==> src/mrs_pkg.sv <==
// Constants and types of the Modbus RTU read-only status map.
// Assumes one 200 MHz clock and an RS485 transceiver outside.
package mrs_pkg;
  // Clock and default line setup
  localparam int CLK_HZ = 200_000_000;
  localparam int DEF_BAUD = 19200;
  localparam logic [7:0] DEF_NODE = 8'h01;
  localparam logic [1:0] PAR_NONE = 2'h0;
  localparam logic [1:0] PAR_EVEN = 2'h1;
  localparam logic [1:0] PAR_ODD = 2'h2;
  // Silence of 3.5 chars of 11 bits, rounded up, ends a frame
  localparam logic [5:0] GAP_BITS = 6'h27;
  // Character: start, 8 data, one stop; parity and 2nd stop add
  localparam logic [3:0] CHAR_BITS = 4'ha;
  localparam logic [7:0] RQ_LEN = 8'h08;
  localparam logic [7:0] RQ_MIN = 8'h04;
  // Function and exception codes
  localparam logic [7:0] FC_RD_BITS = 8'h02;
  localparam logic [7:0] FC_RD_HOLD = 8'h03;
  localparam logic [7:0] FC_RD_INPUT = 8'h04;
  localparam logic [7:0] EXC_FLAG = 8'h80;
  localparam logic [7:0] EXC_NONE = 8'h00;
  localparam logic [7:0] EXC_FUNC = 8'h01;
  localparam logic [7:0] EXC_ADDR = 8'h02;
  localparam logic [7:0] EXC_VALUE = 8'h03;
  localparam logic [15:0] MAX_BITS = 16'h07d0;
  localparam logic [15:0] MAX_WORDS = 16'h007d;
  // Response lengths and layout
  localparam logic [7:0] EXC_LEN = 8'h05;
  localparam logic [7:0] BITS_LEN = 8'h06;
  localparam logic [7:0] HDR_LEN = 8'h05;
  localparam logic [7:0] DATA_IDX = 8'h03;
  localparam logic [15:0] CRC_INIT = 16'hffff;
  localparam logic [15:0] CRC_POLY = 16'ha001;
  // Single-bit input addresses
  localparam logic [15:0] BIT_SYS = 16'h0000;
  localparam logic [15:0] BIT_FLOW = 16'h0001;
  localparam logic [15:0] BIT_COMMS = 16'h0010;
  localparam logic [15:0] BIT_POT = 16'h0011;
  // Word addresses
  localparam logic [15:0] W_RUN = 16'h0000;
  localparam logic [15:0] W_CLK_Y = 16'h0020;
  localparam logic [15:0] W_CLK_MO = 16'h0021;
  localparam logic [15:0] W_CLK_D = 16'h0022;
  localparam logic [15:0] W_CLK_H = 16'h0023;
  localparam logic [15:0] W_CLK_MI = 16'h0024;
  localparam logic [15:0] W_CLK_S = 16'h0025;
  localparam logic [15:0] W_SAMPLE = 16'h0030;
  localparam logic [15:0] W_SVC_Y = 16'h0080;
  localparam logic [15:0] W_SVC_MO = 16'h0081;
  localparam logic [15:0] W_SVC_D = 16'h0082;
  localparam logic [15:0] W_ALARM = 16'h0200;
  // Run state codes
  localparam logic [15:0] RUN_OK = 16'h0000;
  localparam logic [15:0] RUN_MINOR = 16'h0001;
  localparam logic [15:0] RUN_STOP_FROZEN = 16'h0002;
  localparam logic [15:0] RUN_STOP_SAFE = 16'h0003;
  localparam logic [15:0] RUN_CRIT_FROZEN = 16'h0004;
  // Sample point codes; 1..4 select sample_point_n
  localparam logic [15:0] SP_IDLE = 16'h0000;
  localparam logic [15:0] SP_PURGE = 16'hffff;
  localparam logic [15:0] SP_MAIN_EXTERNAL_CELL = 16'h0101;
  localparam logic [15:0] SP_MAIN_EXTERNAL_CELL_PURGE = 16'hff01;
  localparam logic [15:0] SP_CAL_BOTTLE = 16'hac02;
  localparam logic [15:0] SP_CAL_PURGE = 16'hacff;
  // Alarm state bits, combined
  localparam logic [15:0] ALM_TRIGGERED = 16'h0001;
  localparam logic [15:0] ALM_RECOVERING = 16'h0002;
  localparam logic [15:0] ALM_LATCHED = 16'h0004;
  localparam logic [15:0] ALM_MUTED = 16'h0008;

  // Line settings
  typedef struct packed {
    logic [7:0] node;
    logic [15:0] bit_cycles;
    logic [1:0] parity;
    logic two_stop;
    logic term_on;
  } mrs_cfg_t;

  // Live status from the analyser
  typedef struct packed {
    logic system_fault_bit;
    logic flow_fail_bit;
    logic comms_error_bit;
    logic catchpot_full_bit;
    logic [15:0] run_state_word;
    logic [5:0][15:0] clock_words;
    logic [15:0] active_sample_point;
    logic [2:0][15:0] service_due_words;
    logic [15:0] first_alarm_state;
  } mrs_status_t;

  typedef enum logic [0:0] {RX_IDLE, RX_BITS} mrs_rx_state_t;
  typedef enum logic [0:0] {M_COLLECT, M_SEND} mrs_main_state_t;
endpackage

==> src/mrs_slave.sv <==
// Modbus RTU slave serving the analyser's read-only status map.
// Assumes a half-duplex RS485 transceiver on line_* and inputs
// synchronous to mclk_i.
//
// Operation
// Slave only; replies to addressed frames only
// Defaults: node 1, 19200, even, 1 stop
// Node, baud, parity, termination loadable at run time
// Inputs 0/1: system fault, flow fail
// Inputs 10h/11h: comms error, catchpot full
// Word 0 carries run state code
// Words 20h-25h clock, 80h-82h service due
// Word 30h carries sample point code
// Word 200h carries combined alarm state
// Unmapped read gives illegal address exception
// Writes answered with exception, nothing stored
`timescale 1ns/100ps
module mrs_slave #(
  parameter logic [15:0] BIT_CYCLES_DEF = 16'(mrs_pkg::CLK_HZ / mrs_pkg::DEF_BAUD)
) (
  input wire logic mclk_i,
  input wire logic rst_i,
  input wire logic line_rx_i,
  output logic line_tx_o,
  output logic line_oe_o,
  output logic term_en_o,
  input wire logic cfg_load_i,
  input wire mrs_pkg::mrs_cfg_t cfg_i,
  input wire mrs_pkg::mrs_status_t status_i,
  output mrs_pkg::mrs_cfg_t cfg_o,
  output logic frame_ok_o
);
  // Whole module state
  typedef struct packed {
    mrs_pkg::mrs_cfg_t cfg;
    mrs_pkg::mrs_rx_state_t rx_st;
    logic [15:0] rx_cnt;
    logic [3:0] rx_idx;
    logic [11:0] rx_bits;
    logic [15:0] gap_cnt;
    logic [5:0] gap_bits;
    logic [7:0][7:0] rq;
    logic [7:0] rq_cnt;
    logic rq_err;
    logic [15:0] rq_crc;
    mrs_pkg::mrs_main_state_t mst;
    logic [7:0] fc;
    logic [7:0] exc;
    logic [15:0] start;
    logic [15:0] qty;
    logic [7:0] tx_len;
    logic [7:0] tx_idx;
    logic [15:0] tx_crc;
    logic [11:0] tx_sr;
    logic [3:0] tx_left;
    logic [15:0] tx_cnt;
    logic ok_pulse;
  } mrs_state_t;

  mrs_state_t st;
  mrs_state_t next_st;

  // One CRC-16 step over a byte, reflected polynomial
  function automatic logic [15:0] crc_step(input logic [15:0] c, input logic [7:0] d);
    logic [15:0] r;
    r = c ^ {8'h00, d};
    for (int i = 0; i < 8; i++)
    begin
      r = r[0] ? ((r >> 1) ^ mrs_pkg::CRC_POLY) : (r >> 1);
    end
    return r;
  endfunction

  // Parity bit for a byte
  function automatic logic par_of(input logic [7:0] d, input logic [1:0] mode);
    return (mode == mrs_pkg::PAR_ODD) ? ~^d : ^d;
  endfunction

  // Last mapped word of the block holding addr; bit 16 flags a hit
  function automatic logic [16:0] word_end(input logic [15:0] a);
    logic [16:0] r;
    r = '0;
    if (a == mrs_pkg::W_RUN)
      r = {1'b1, mrs_pkg::W_RUN};
    else if (a >= mrs_pkg::W_CLK_Y && a <= mrs_pkg::W_CLK_S)
      r = {1'b1, mrs_pkg::W_CLK_S};
    else if (a == mrs_pkg::W_SAMPLE)
      r = {1'b1, mrs_pkg::W_SAMPLE};
    else if (a >= mrs_pkg::W_SVC_Y && a <= mrs_pkg::W_SVC_D)
      r = {1'b1, mrs_pkg::W_SVC_D};
    else if (a == mrs_pkg::W_ALARM)
      r = {1'b1, mrs_pkg::W_ALARM};
    return r;
  endfunction

  // Word value at a mapped address
  function automatic logic [15:0] word_at(input mrs_pkg::mrs_status_t s, input logic [15:0] a);
    logic [15:0] w;
    w = '0;
    if (a == mrs_pkg::W_RUN)
      w = s.run_state_word;
    else if (a >= mrs_pkg::W_CLK_Y && a <= mrs_pkg::W_CLK_S)
      w = s.clock_words[3'(a - mrs_pkg::W_CLK_Y)];
    else if (a == mrs_pkg::W_SAMPLE)
      w = s.active_sample_point;
    else if (a >= mrs_pkg::W_SVC_Y && a <= mrs_pkg::W_SVC_D)
      w = s.service_due_words[2'(a - mrs_pkg::W_SVC_Y)];
    else if (a == mrs_pkg::W_ALARM)
      w = s.first_alarm_state;
    return w;
  endfunction

  // Single-bit input at an address
  function automatic logic bit_at(input mrs_pkg::mrs_status_t s, input logic [15:0] a);
    unique case (a)
      mrs_pkg::BIT_SYS: return s.system_fault_bit;
      mrs_pkg::BIT_FLOW: return s.flow_fail_bit;
      mrs_pkg::BIT_COMMS: return s.comms_error_bit;
      mrs_pkg::BIT_POT: return s.catchpot_full_bit;
      default: return 1'b0;
    endcase
  endfunction

  // Next state
  always_comb
  begin
    logic [11:0] nb;
    logic [7:0] d;
    logic [3:0] nbits;
    logic [16:0] last;
    logic [16:0] blk;
    logic [7:0] tb;
    logic [11:0] fr;
    nb = '0;
    d = '0;
    last = '0;
    blk = '0;
    tb = '0;
    fr = '1;
    next_st = st;
    next_st.ok_pulse = 1'b0;
    nbits = mrs_pkg::CHAR_BITS + 4'(st.cfg.parity != mrs_pkg::PAR_NONE);

    // Run-time line setup; takes effect at once, so load between frames
    if (cfg_load_i)
      next_st.cfg = cfg_i;

    // Receiver; echo ignored while answering
    unique case (st.rx_st)
      mrs_pkg::RX_IDLE:
      begin
        if (st.rq_cnt != '0 && st.gap_bits != mrs_pkg::GAP_BITS)
        begin
          if (st.gap_cnt >= st.cfg.bit_cycles - 16'h0001)
          begin
            next_st.gap_cnt = '0;
            next_st.gap_bits = st.gap_bits + 6'h01;
          end
          else
            next_st.gap_cnt = st.gap_cnt + 16'h0001;
        end
        if (!line_rx_i && st.mst == mrs_pkg::M_COLLECT)
        begin
          next_st.rx_st = mrs_pkg::RX_BITS;
          next_st.rx_cnt = st.cfg.bit_cycles >> 1;
          next_st.rx_idx = '0;
        end
      end
      mrs_pkg::RX_BITS:
      begin
        next_st.gap_cnt = '0;
        next_st.gap_bits = '0;
        if (st.rx_cnt != '0)
          next_st.rx_cnt = st.rx_cnt - 16'h0001;
        else
        begin
          nb = st.rx_bits;
          nb[st.rx_idx] = line_rx_i;
          next_st.rx_bits = nb;
          next_st.rx_cnt = st.cfg.bit_cycles - 16'h0001;
          next_st.rx_idx = st.rx_idx + 4'h1;
          // A high start sample is a glitch, not a character
          if (st.rx_idx == '0 && line_rx_i)
            next_st.rx_st = mrs_pkg::RX_IDLE;
          else if (st.rx_idx == nbits - 4'h1)
          begin
            next_st.rx_st = mrs_pkg::RX_IDLE;
            d = nb[8:1];
            if (st.rq_cnt < mrs_pkg::RQ_LEN)
              next_st.rq[3'(st.rq_cnt)] = d;
            if (st.rq_cnt != '1)
              next_st.rq_cnt = st.rq_cnt + 8'h01;
            next_st.rq_crc = crc_step(st.rq_crc, d);
            // Parity or stop error spoils the whole frame
            if (!line_rx_i || (st.cfg.parity != mrs_pkg::PAR_NONE && nb[9] != par_of(d, st.cfg.parity)))
              next_st.rq_err = 1'b1;
          end
        end
      end
    endcase

    // Frame closed by silence: decode and queue an answer
    if (st.rx_st == mrs_pkg::RX_IDLE && st.rq_cnt != '0 && st.gap_bits == mrs_pkg::GAP_BITS)
    begin
      next_st.rq_cnt = '0;
      next_st.rq_err = 1'b0;
      next_st.rq_crc = mrs_pkg::CRC_INIT;
      next_st.gap_bits = '0;
      next_st.gap_cnt = '0;
      // Only frames to our own node; broadcasts get no reply
      if (!st.rq_err && st.rq_cnt >= mrs_pkg::RQ_MIN && st.rq_crc == '0 && st.rq[0] == st.cfg.node)
      begin
        next_st.ok_pulse = 1'b1;
        next_st.fc = st.rq[1];
        next_st.start = {st.rq[2], st.rq[3]};
        next_st.qty = {st.rq[4], st.rq[5]};
        next_st.exc = mrs_pkg::EXC_NONE;
        next_st.tx_idx = '0;
        next_st.tx_crc = mrs_pkg::CRC_INIT;
        next_st.mst = mrs_pkg::M_SEND;
        last = {1'b0, next_st.start} + {1'b0, next_st.qty} - 17'h00001;
        blk = word_end(next_st.start);
        if (st.rq[1] == mrs_pkg::FC_RD_BITS && st.rq_cnt == mrs_pkg::RQ_LEN)
        begin
          if (next_st.qty == '0 || next_st.qty > mrs_pkg::MAX_BITS)
            next_st.exc = mrs_pkg::EXC_VALUE;
          else if (!((next_st.start <= mrs_pkg::BIT_FLOW && last <= {1'b0, mrs_pkg::BIT_FLOW})
                   || (next_st.start >= mrs_pkg::BIT_COMMS && last <= {1'b0, mrs_pkg::BIT_POT})))
            next_st.exc = mrs_pkg::EXC_ADDR;
        end
        else if ((st.rq[1] == mrs_pkg::FC_RD_INPUT || st.rq[1] == mrs_pkg::FC_RD_HOLD)
                 && st.rq_cnt == mrs_pkg::RQ_LEN)
        begin
          if (next_st.qty == '0 || next_st.qty > mrs_pkg::MAX_WORDS)
            next_st.exc = mrs_pkg::EXC_VALUE;
          else if (!blk[16] || last > {1'b0, blk[15:0]})
            next_st.exc = mrs_pkg::EXC_ADDR;
        end
        else
          next_st.exc = mrs_pkg::EXC_FUNC;
        if (next_st.exc != mrs_pkg::EXC_NONE)
          next_st.tx_len = mrs_pkg::EXC_LEN;
        else if (st.rq[1] == mrs_pkg::FC_RD_BITS)
          next_st.tx_len = mrs_pkg::BITS_LEN;
        else
          next_st.tx_len = mrs_pkg::HDR_LEN + 8'(next_st.qty << 1);
      end
    end

    // Transmit bit engine
    if (st.tx_left != '0)
    begin
      if (st.tx_cnt == '0)
      begin
        next_st.tx_sr = {1'b1, st.tx_sr[11:1]};
        next_st.tx_left = st.tx_left - 4'h1;
        next_st.tx_cnt = st.cfg.bit_cycles - 16'h0001;
      end
      else
        next_st.tx_cnt = st.tx_cnt - 16'h0001;
    end
    else if (st.mst == mrs_pkg::M_SEND)
    begin
      if (st.tx_idx == st.tx_len)
        next_st.mst = mrs_pkg::M_COLLECT;
      else
      begin
        // Response byte by position; data read live from status
        if (st.tx_idx == st.tx_len - 8'h02)
          tb = st.tx_crc[7:0];
        else if (st.tx_idx == st.tx_len - 8'h01)
          tb = st.tx_crc[15:8];
        else if (st.tx_idx == '0)
          tb = st.cfg.node;
        else if (st.tx_idx == 8'h01)
          tb = (st.exc != mrs_pkg::EXC_NONE) ? (st.fc | mrs_pkg::EXC_FLAG) : st.fc;
        else if (st.exc != mrs_pkg::EXC_NONE)
          tb = st.exc;
        else if (st.tx_idx == 8'h02)
          tb = (st.fc == mrs_pkg::FC_RD_BITS) ? 8'h01 : 8'(st.qty << 1);
        else if (st.fc == mrs_pkg::FC_RD_BITS)
          tb = {6'h00, (st.qty > 16'h0001) && bit_at(status_i, st.start + 16'h0001), bit_at(status_i, st.start)};
        else
        begin
          last[15:0] = word_at(status_i, st.start + 16'({8'h00, st.tx_idx - mrs_pkg::DATA_IDX} >> 1));
          tb = (st.tx_idx[0]) ? last[15:8] : last[7:0];
        end
        if (st.tx_idx < st.tx_len - 8'h02)
          next_st.tx_crc = crc_step(st.tx_crc, tb);
        fr = {3'b111, tb, 1'b0};
        if (st.cfg.parity != mrs_pkg::PAR_NONE)
          fr[9] = par_of(tb, st.cfg.parity);
        next_st.tx_sr = fr;
        next_st.tx_left = nbits + 4'(st.cfg.two_stop);
        next_st.tx_cnt = st.cfg.bit_cycles - 16'h0001;
        next_st.tx_idx = st.tx_idx + 8'h01;
      end
    end
  end

  // State register; defaults give the stock line setup
  always_ff @(posedge mclk_i or posedge rst_i)
  begin
    if (rst_i)
    begin
      st <= '0;
      st.cfg.node <= mrs_pkg::DEF_NODE;
      st.cfg.bit_cycles <= BIT_CYCLES_DEF;
      st.cfg.parity <= mrs_pkg::PAR_EVEN;
      st.rq_crc <= mrs_pkg::CRC_INIT;
      st.tx_crc <= mrs_pkg::CRC_INIT;
      st.tx_sr <= '1;
      st.rx_st <= mrs_pkg::RX_IDLE;
      st.mst <= mrs_pkg::M_COLLECT;
    end
    else
      st <= next_st;
  end

  // Driver enabled only while answering
  assign line_oe_o = (st.mst == mrs_pkg::M_SEND);
  assign line_tx_o = st.tx_sr[0];
  assign term_en_o = st.cfg.term_on;
  assign cfg_o = st.cfg;
  assign frame_ok_o = st.ok_pulse;
endmodule

==> config.mk <==
export PLATFORM = sky130hd
export DESIGN_NAME = mrs_slave
export DESIGN_NICKNAME = d
export VERILOG_FILES = /design/src/mrs_pkg.sv /design/src/mrs_slave.sv
export SDC_FILE = /design/constraint.sdc
export NUM_CORES = 1
export LEC_CHECK = 0
export ABC_AREA = 1
export BUFFER_PORTS_ARGS = -buffer_cell sky130_fd_sc_hd__buf_2
export CAP_MARGIN = 0
export CORE_UTILIZATION = 50
export DETAILED_ROUTE_END_ITERATION = 7
export PLACE_DENSITY_LB_ADDON = 0.08
export SLEW_MARGIN = 20
export SYNTH_ARGS = -nofsm -noshare
export SYNTH_HDL_FRONTEND = slang
export SYNTH_SLANG_ARGS = --single-unit
==> constraint.sdc <==
create_clock -name mclk_i -period 10.7 [get_ports mclk_i]
set_input_delay 0.535 -clock mclk_i [delete_from_list [all_inputs] [get_ports mclk_i]]
set_output_delay 0.535 -clock mclk_i [all_outputs]
set_load 0.02 [all_outputs]
==> flow_summary.json <==
{
  "status": "completed",
  "portBuffers": 259,
  "p_switching_uw": 671,
  "cp_slowest_cell": "fa_1",
  "grt_pass1_vias": 17700,
  "cp.depth": 37,
  "cp.required_ps": 11210,
  "area_growth_pct": 12.6,
  "grt_max_degree": 113,
  "grt_antenna_before_repair": 1,
  "pwr-share-comb_pct": 14.2,
  "p_int_mw": 1.74,
  "grt_pass1_wl_mm": 93.1,
  "synth-edff-count": 0,
  "crit_fanout": 33,
  "cts_root_buf": "clkbuf_16",
  "insertion_delay_ps": 580,
  "slew_headroom_pct": 28.8,
  "synth.most_common_cell": "nand2_1",
  "cp_common_cell": "nand2_1",
  "critical-path-top-delay-family": "simple AND/OR/NAND/NOR gates",
  "cap_violations": 0,
  "drt-pass1-iter-count": 5,
  "vdd_drop_max_v": 0.000148,
  "vias_per_cell": 5.51,
  "final_cell_area_um2": 21800,
  "hp-class": "input pin to async pin",
  "netlist.area_leader.share_pct": 27.2,
  "slew_violations": 0,
  "clockBufferDepth": 3,
  "synthDistinctLibCells": 61,
  "nFillCells": 3646,
  "cts.repair.resized": 0,
  "numClockSinks": 261,
  "syn-num-nets": 3035,
  "synth_area_leader_cell": "dfrtp_1",
  "rsz0062_at_grt": "no",
  "p_clk_share_pct": 41.6,
  "rows": 71,
  "netlist_area_um2": 19400,
  "vias": 19000,
  "endpoint_kind": "flip-flop",
  "p_per_area_nw_per_um2": 111,
  "grt-ovfl-total": 0,
  "seqCellArea_um2": 6600,
  "power_frac_seq_pct": 44.2,
  "clk_pin_slew_ps": 60,
  "critPathLaunchType": "flip-flop",
  "yosysWarnings": 0,
  "cts_tree": "yes",
  "tns_ps": 0,
  "synth_area_leaders": "dfrtp_1, nand2_1, inv_1, dfstp_2, ha_1",
  "nets": 3226,
  "cp_num_buf_inv": 7,
  "swShare_pct": 27.8,
  "setup_viol": 0,
  "cp_data_arrival_time_ps": 7370,
  "routed_wl_mm": 59.9,
  "dp_hpwl_mm": 47.1,
  "worst-r2r-cell-count": 37,
  "antenna_left": 0,
  "fmax_mhz": 146,
  "leakage_nw": 11.0,
  "synth-main-ff-cell": "dfrtp_1",
  "clock_skew_ps": 18.1,
  "max_stage_delay_ps": 910,
  "hold_viol": 0,
  "gp_congestion": 0.940,
  "period_needed_ps": 6870,
  "cts_made_buffers": 30,
  "htree_levels": 1,
  "die_height_um": 199,
  "ys_seq_area_share_pct": 34.1,
  "drtIter0Drc": 1295,
  "avgSynthCellArea_um2": 7.13,
  "async_reset_ff_share_pct": 100,
  "antenna_cells": 0,
  "critPathKind": "flip-flop to flip-flop",
  "drc": 0,
  "placedInstanceArea_um2": 20800,
  "synth_commonest_cells": "nand2_1, inv_1, dfrtp_1",
  "grt_usage_pct": 29.9,
  "ios": 260,
  "cts_setup_buffers": 0,
  "die_area_um2": 39500,
  "drive_gt1_share_pct": 15.3,
  "die_w_um": 199,
  "core_area_um2": 37800,
  "wl_per_cell_um": 17.4,
  "start_util_pct": 51.1,
  "finalCritPeriodShare_pct": 64.2,
  "tightest_slew_ps": 1060,
  "ys_ff_latch": 261,
  "multi_input_area_um2": 10700,
  "ctsHoldBuffers": 0,
  "syn_inst": 2714
}
logic make-up (layout without fill, tap and decap cells):
group,after synthesis,after routing,share of synthesized area (%)
buffers and inverters,505,719,10.6
AOI/OAI and AO/OA,501,501,15.6
adders and majority gates,93,93,6.09
DFF,261,261,34.1
muxes,3,3,0.175
and+or+nand+nor,1233,1233,28.1
xor gates and xnor gates,118,118,5.34
final cells by class:
class	instances	share of cell area, %
clock buffers	47	4.01
clock inverters	8	0.385
inverters	394	6.82
multi-input cells	1948	49.2
flip-flops and latches	261	30.3
well taps	511	2.93
repair buffers	270	6.42
per-stage QoR:
| stage | utilization [%] | power, mW | hold slack [ps] | instances | setup WS [ps] |
|---|---|---|---|---|---|
| after floorplan | - | 1.31 | 444 | 2714 | 3070 |
| after global placement | 55.0 | 1.42 | 463 | 3383 | 4230 |
| after detailed placement | 55.0 | 1.42 | 463 | 3383 | 3960 |
| after CTS | 57.5 | 2.43 | 119 | 3438 | 3950 |
| after global routing | 57.6 | 2.52 | 153 | 3439 | 3120 |
| final | 57.6 | 2.41 | 94.3 | 3439 | 3830 |
registers in the layout, indices dropped and copies added (netlist names):
signal / count
line_tx_o: 1
frame_ok_o: 1
term_en_o: 1
cfg_o: 27
st: 230
line_oe_o: 1
path summary, 6_finish.rpt:
| check | start | end | slack [ps] |
|---|---|---|---|
| min reg2reg | st[32]$_DFFE_PP1P_ | st[32]$_DFFE_PP1P_ | 470 |
| min | rst_i | st[205]$_DFFE_PP0P_ | 90 |
| min in group mclk_i | cfg_i[16] | cfg_o[16]$_DFFE_PP0P_ | 160 |
| max reg2reg | st[49]$_DFF_PP0_ | st[33]$_DFF_PP1_ | 3830 |
| max in group asynchronous | rst_i | st[95]$_DFFE_PP0P_ | 8560 |
| max | st[49]$_DFF_PP0_ | st[33]$_DFF_PP1_ | 3830 |
layer usage:
layer  vias up  routed length [um]  share of wire (%)  track usage (%)
met3       114                3170                5.3             3.59
met1      8846               26300                 44             39.9
met2       592               28800                 48             50.5
met4         0                1740                2.9             9.15
li1       9406                   -                  -                -
met5         -                   0                  0                0
cells in the final DEF, fill, tap and decap left out, types with 5 or more instances in the layout:
| master | n |
|---|---|
| o211ai_1 | 33 |
| dfstp_2 | 51 |
| o221ai_1 | 44 |
| a221oi_1 | 16 |
| nand3_2 | 9 |
| o31ai_1 | 8 |
| nor3_1 | 62 |
| nand4_1 | 59 |
| xor2_1 | 83 |
| dfrtp_1 | 210 |
| nor2_1 | 206 |
| nor2_2 | 8 |
| a21oi_1 | 122 |
| clkbuf_16 | 30 |
| clkbuf_8 | 6 |
| o21ai_1 | 7 |
| nand2_1 | 620 |
| inv_1 | 377 |
| a31oi_1 | 7 |
| or2_2 | 5 |
| nand2_2 | 31 |
| nor3b_1 | 5 |
| nor2_4 | 6 |
| buf_4 | 10 |
| xnor2_1 | 35 |
| nor4_1 | 35 |
| clkinv_1 | 6 |
| o21ai_0 | 201 |
| a22oi_1 | 9 |
| buf_2 | 259 |
| ha_1 | 91 |
| nand3_1 | 175 |
| inv_2 | 10 |
| o22ai_1 | 14 |
| clkbuf_1 | 11 |
power groups by stage:
stage | logic [mW] | registers [mW] | clock network, mW
2_1_floorplan | 0.234 | 1.07 | 0
3_3_place_gp | 0.334 | 1.08 | 0
3_5_place_dp | 0.338 | 1.08 | 0
4_1_cts | 0.340 | 1.07 | 1.03
5_1_grt | 0.381 | 1.07 | 1.06
6_report | 0.342 | 1.07 | 1.00
(Power assumes the default switching activity.)
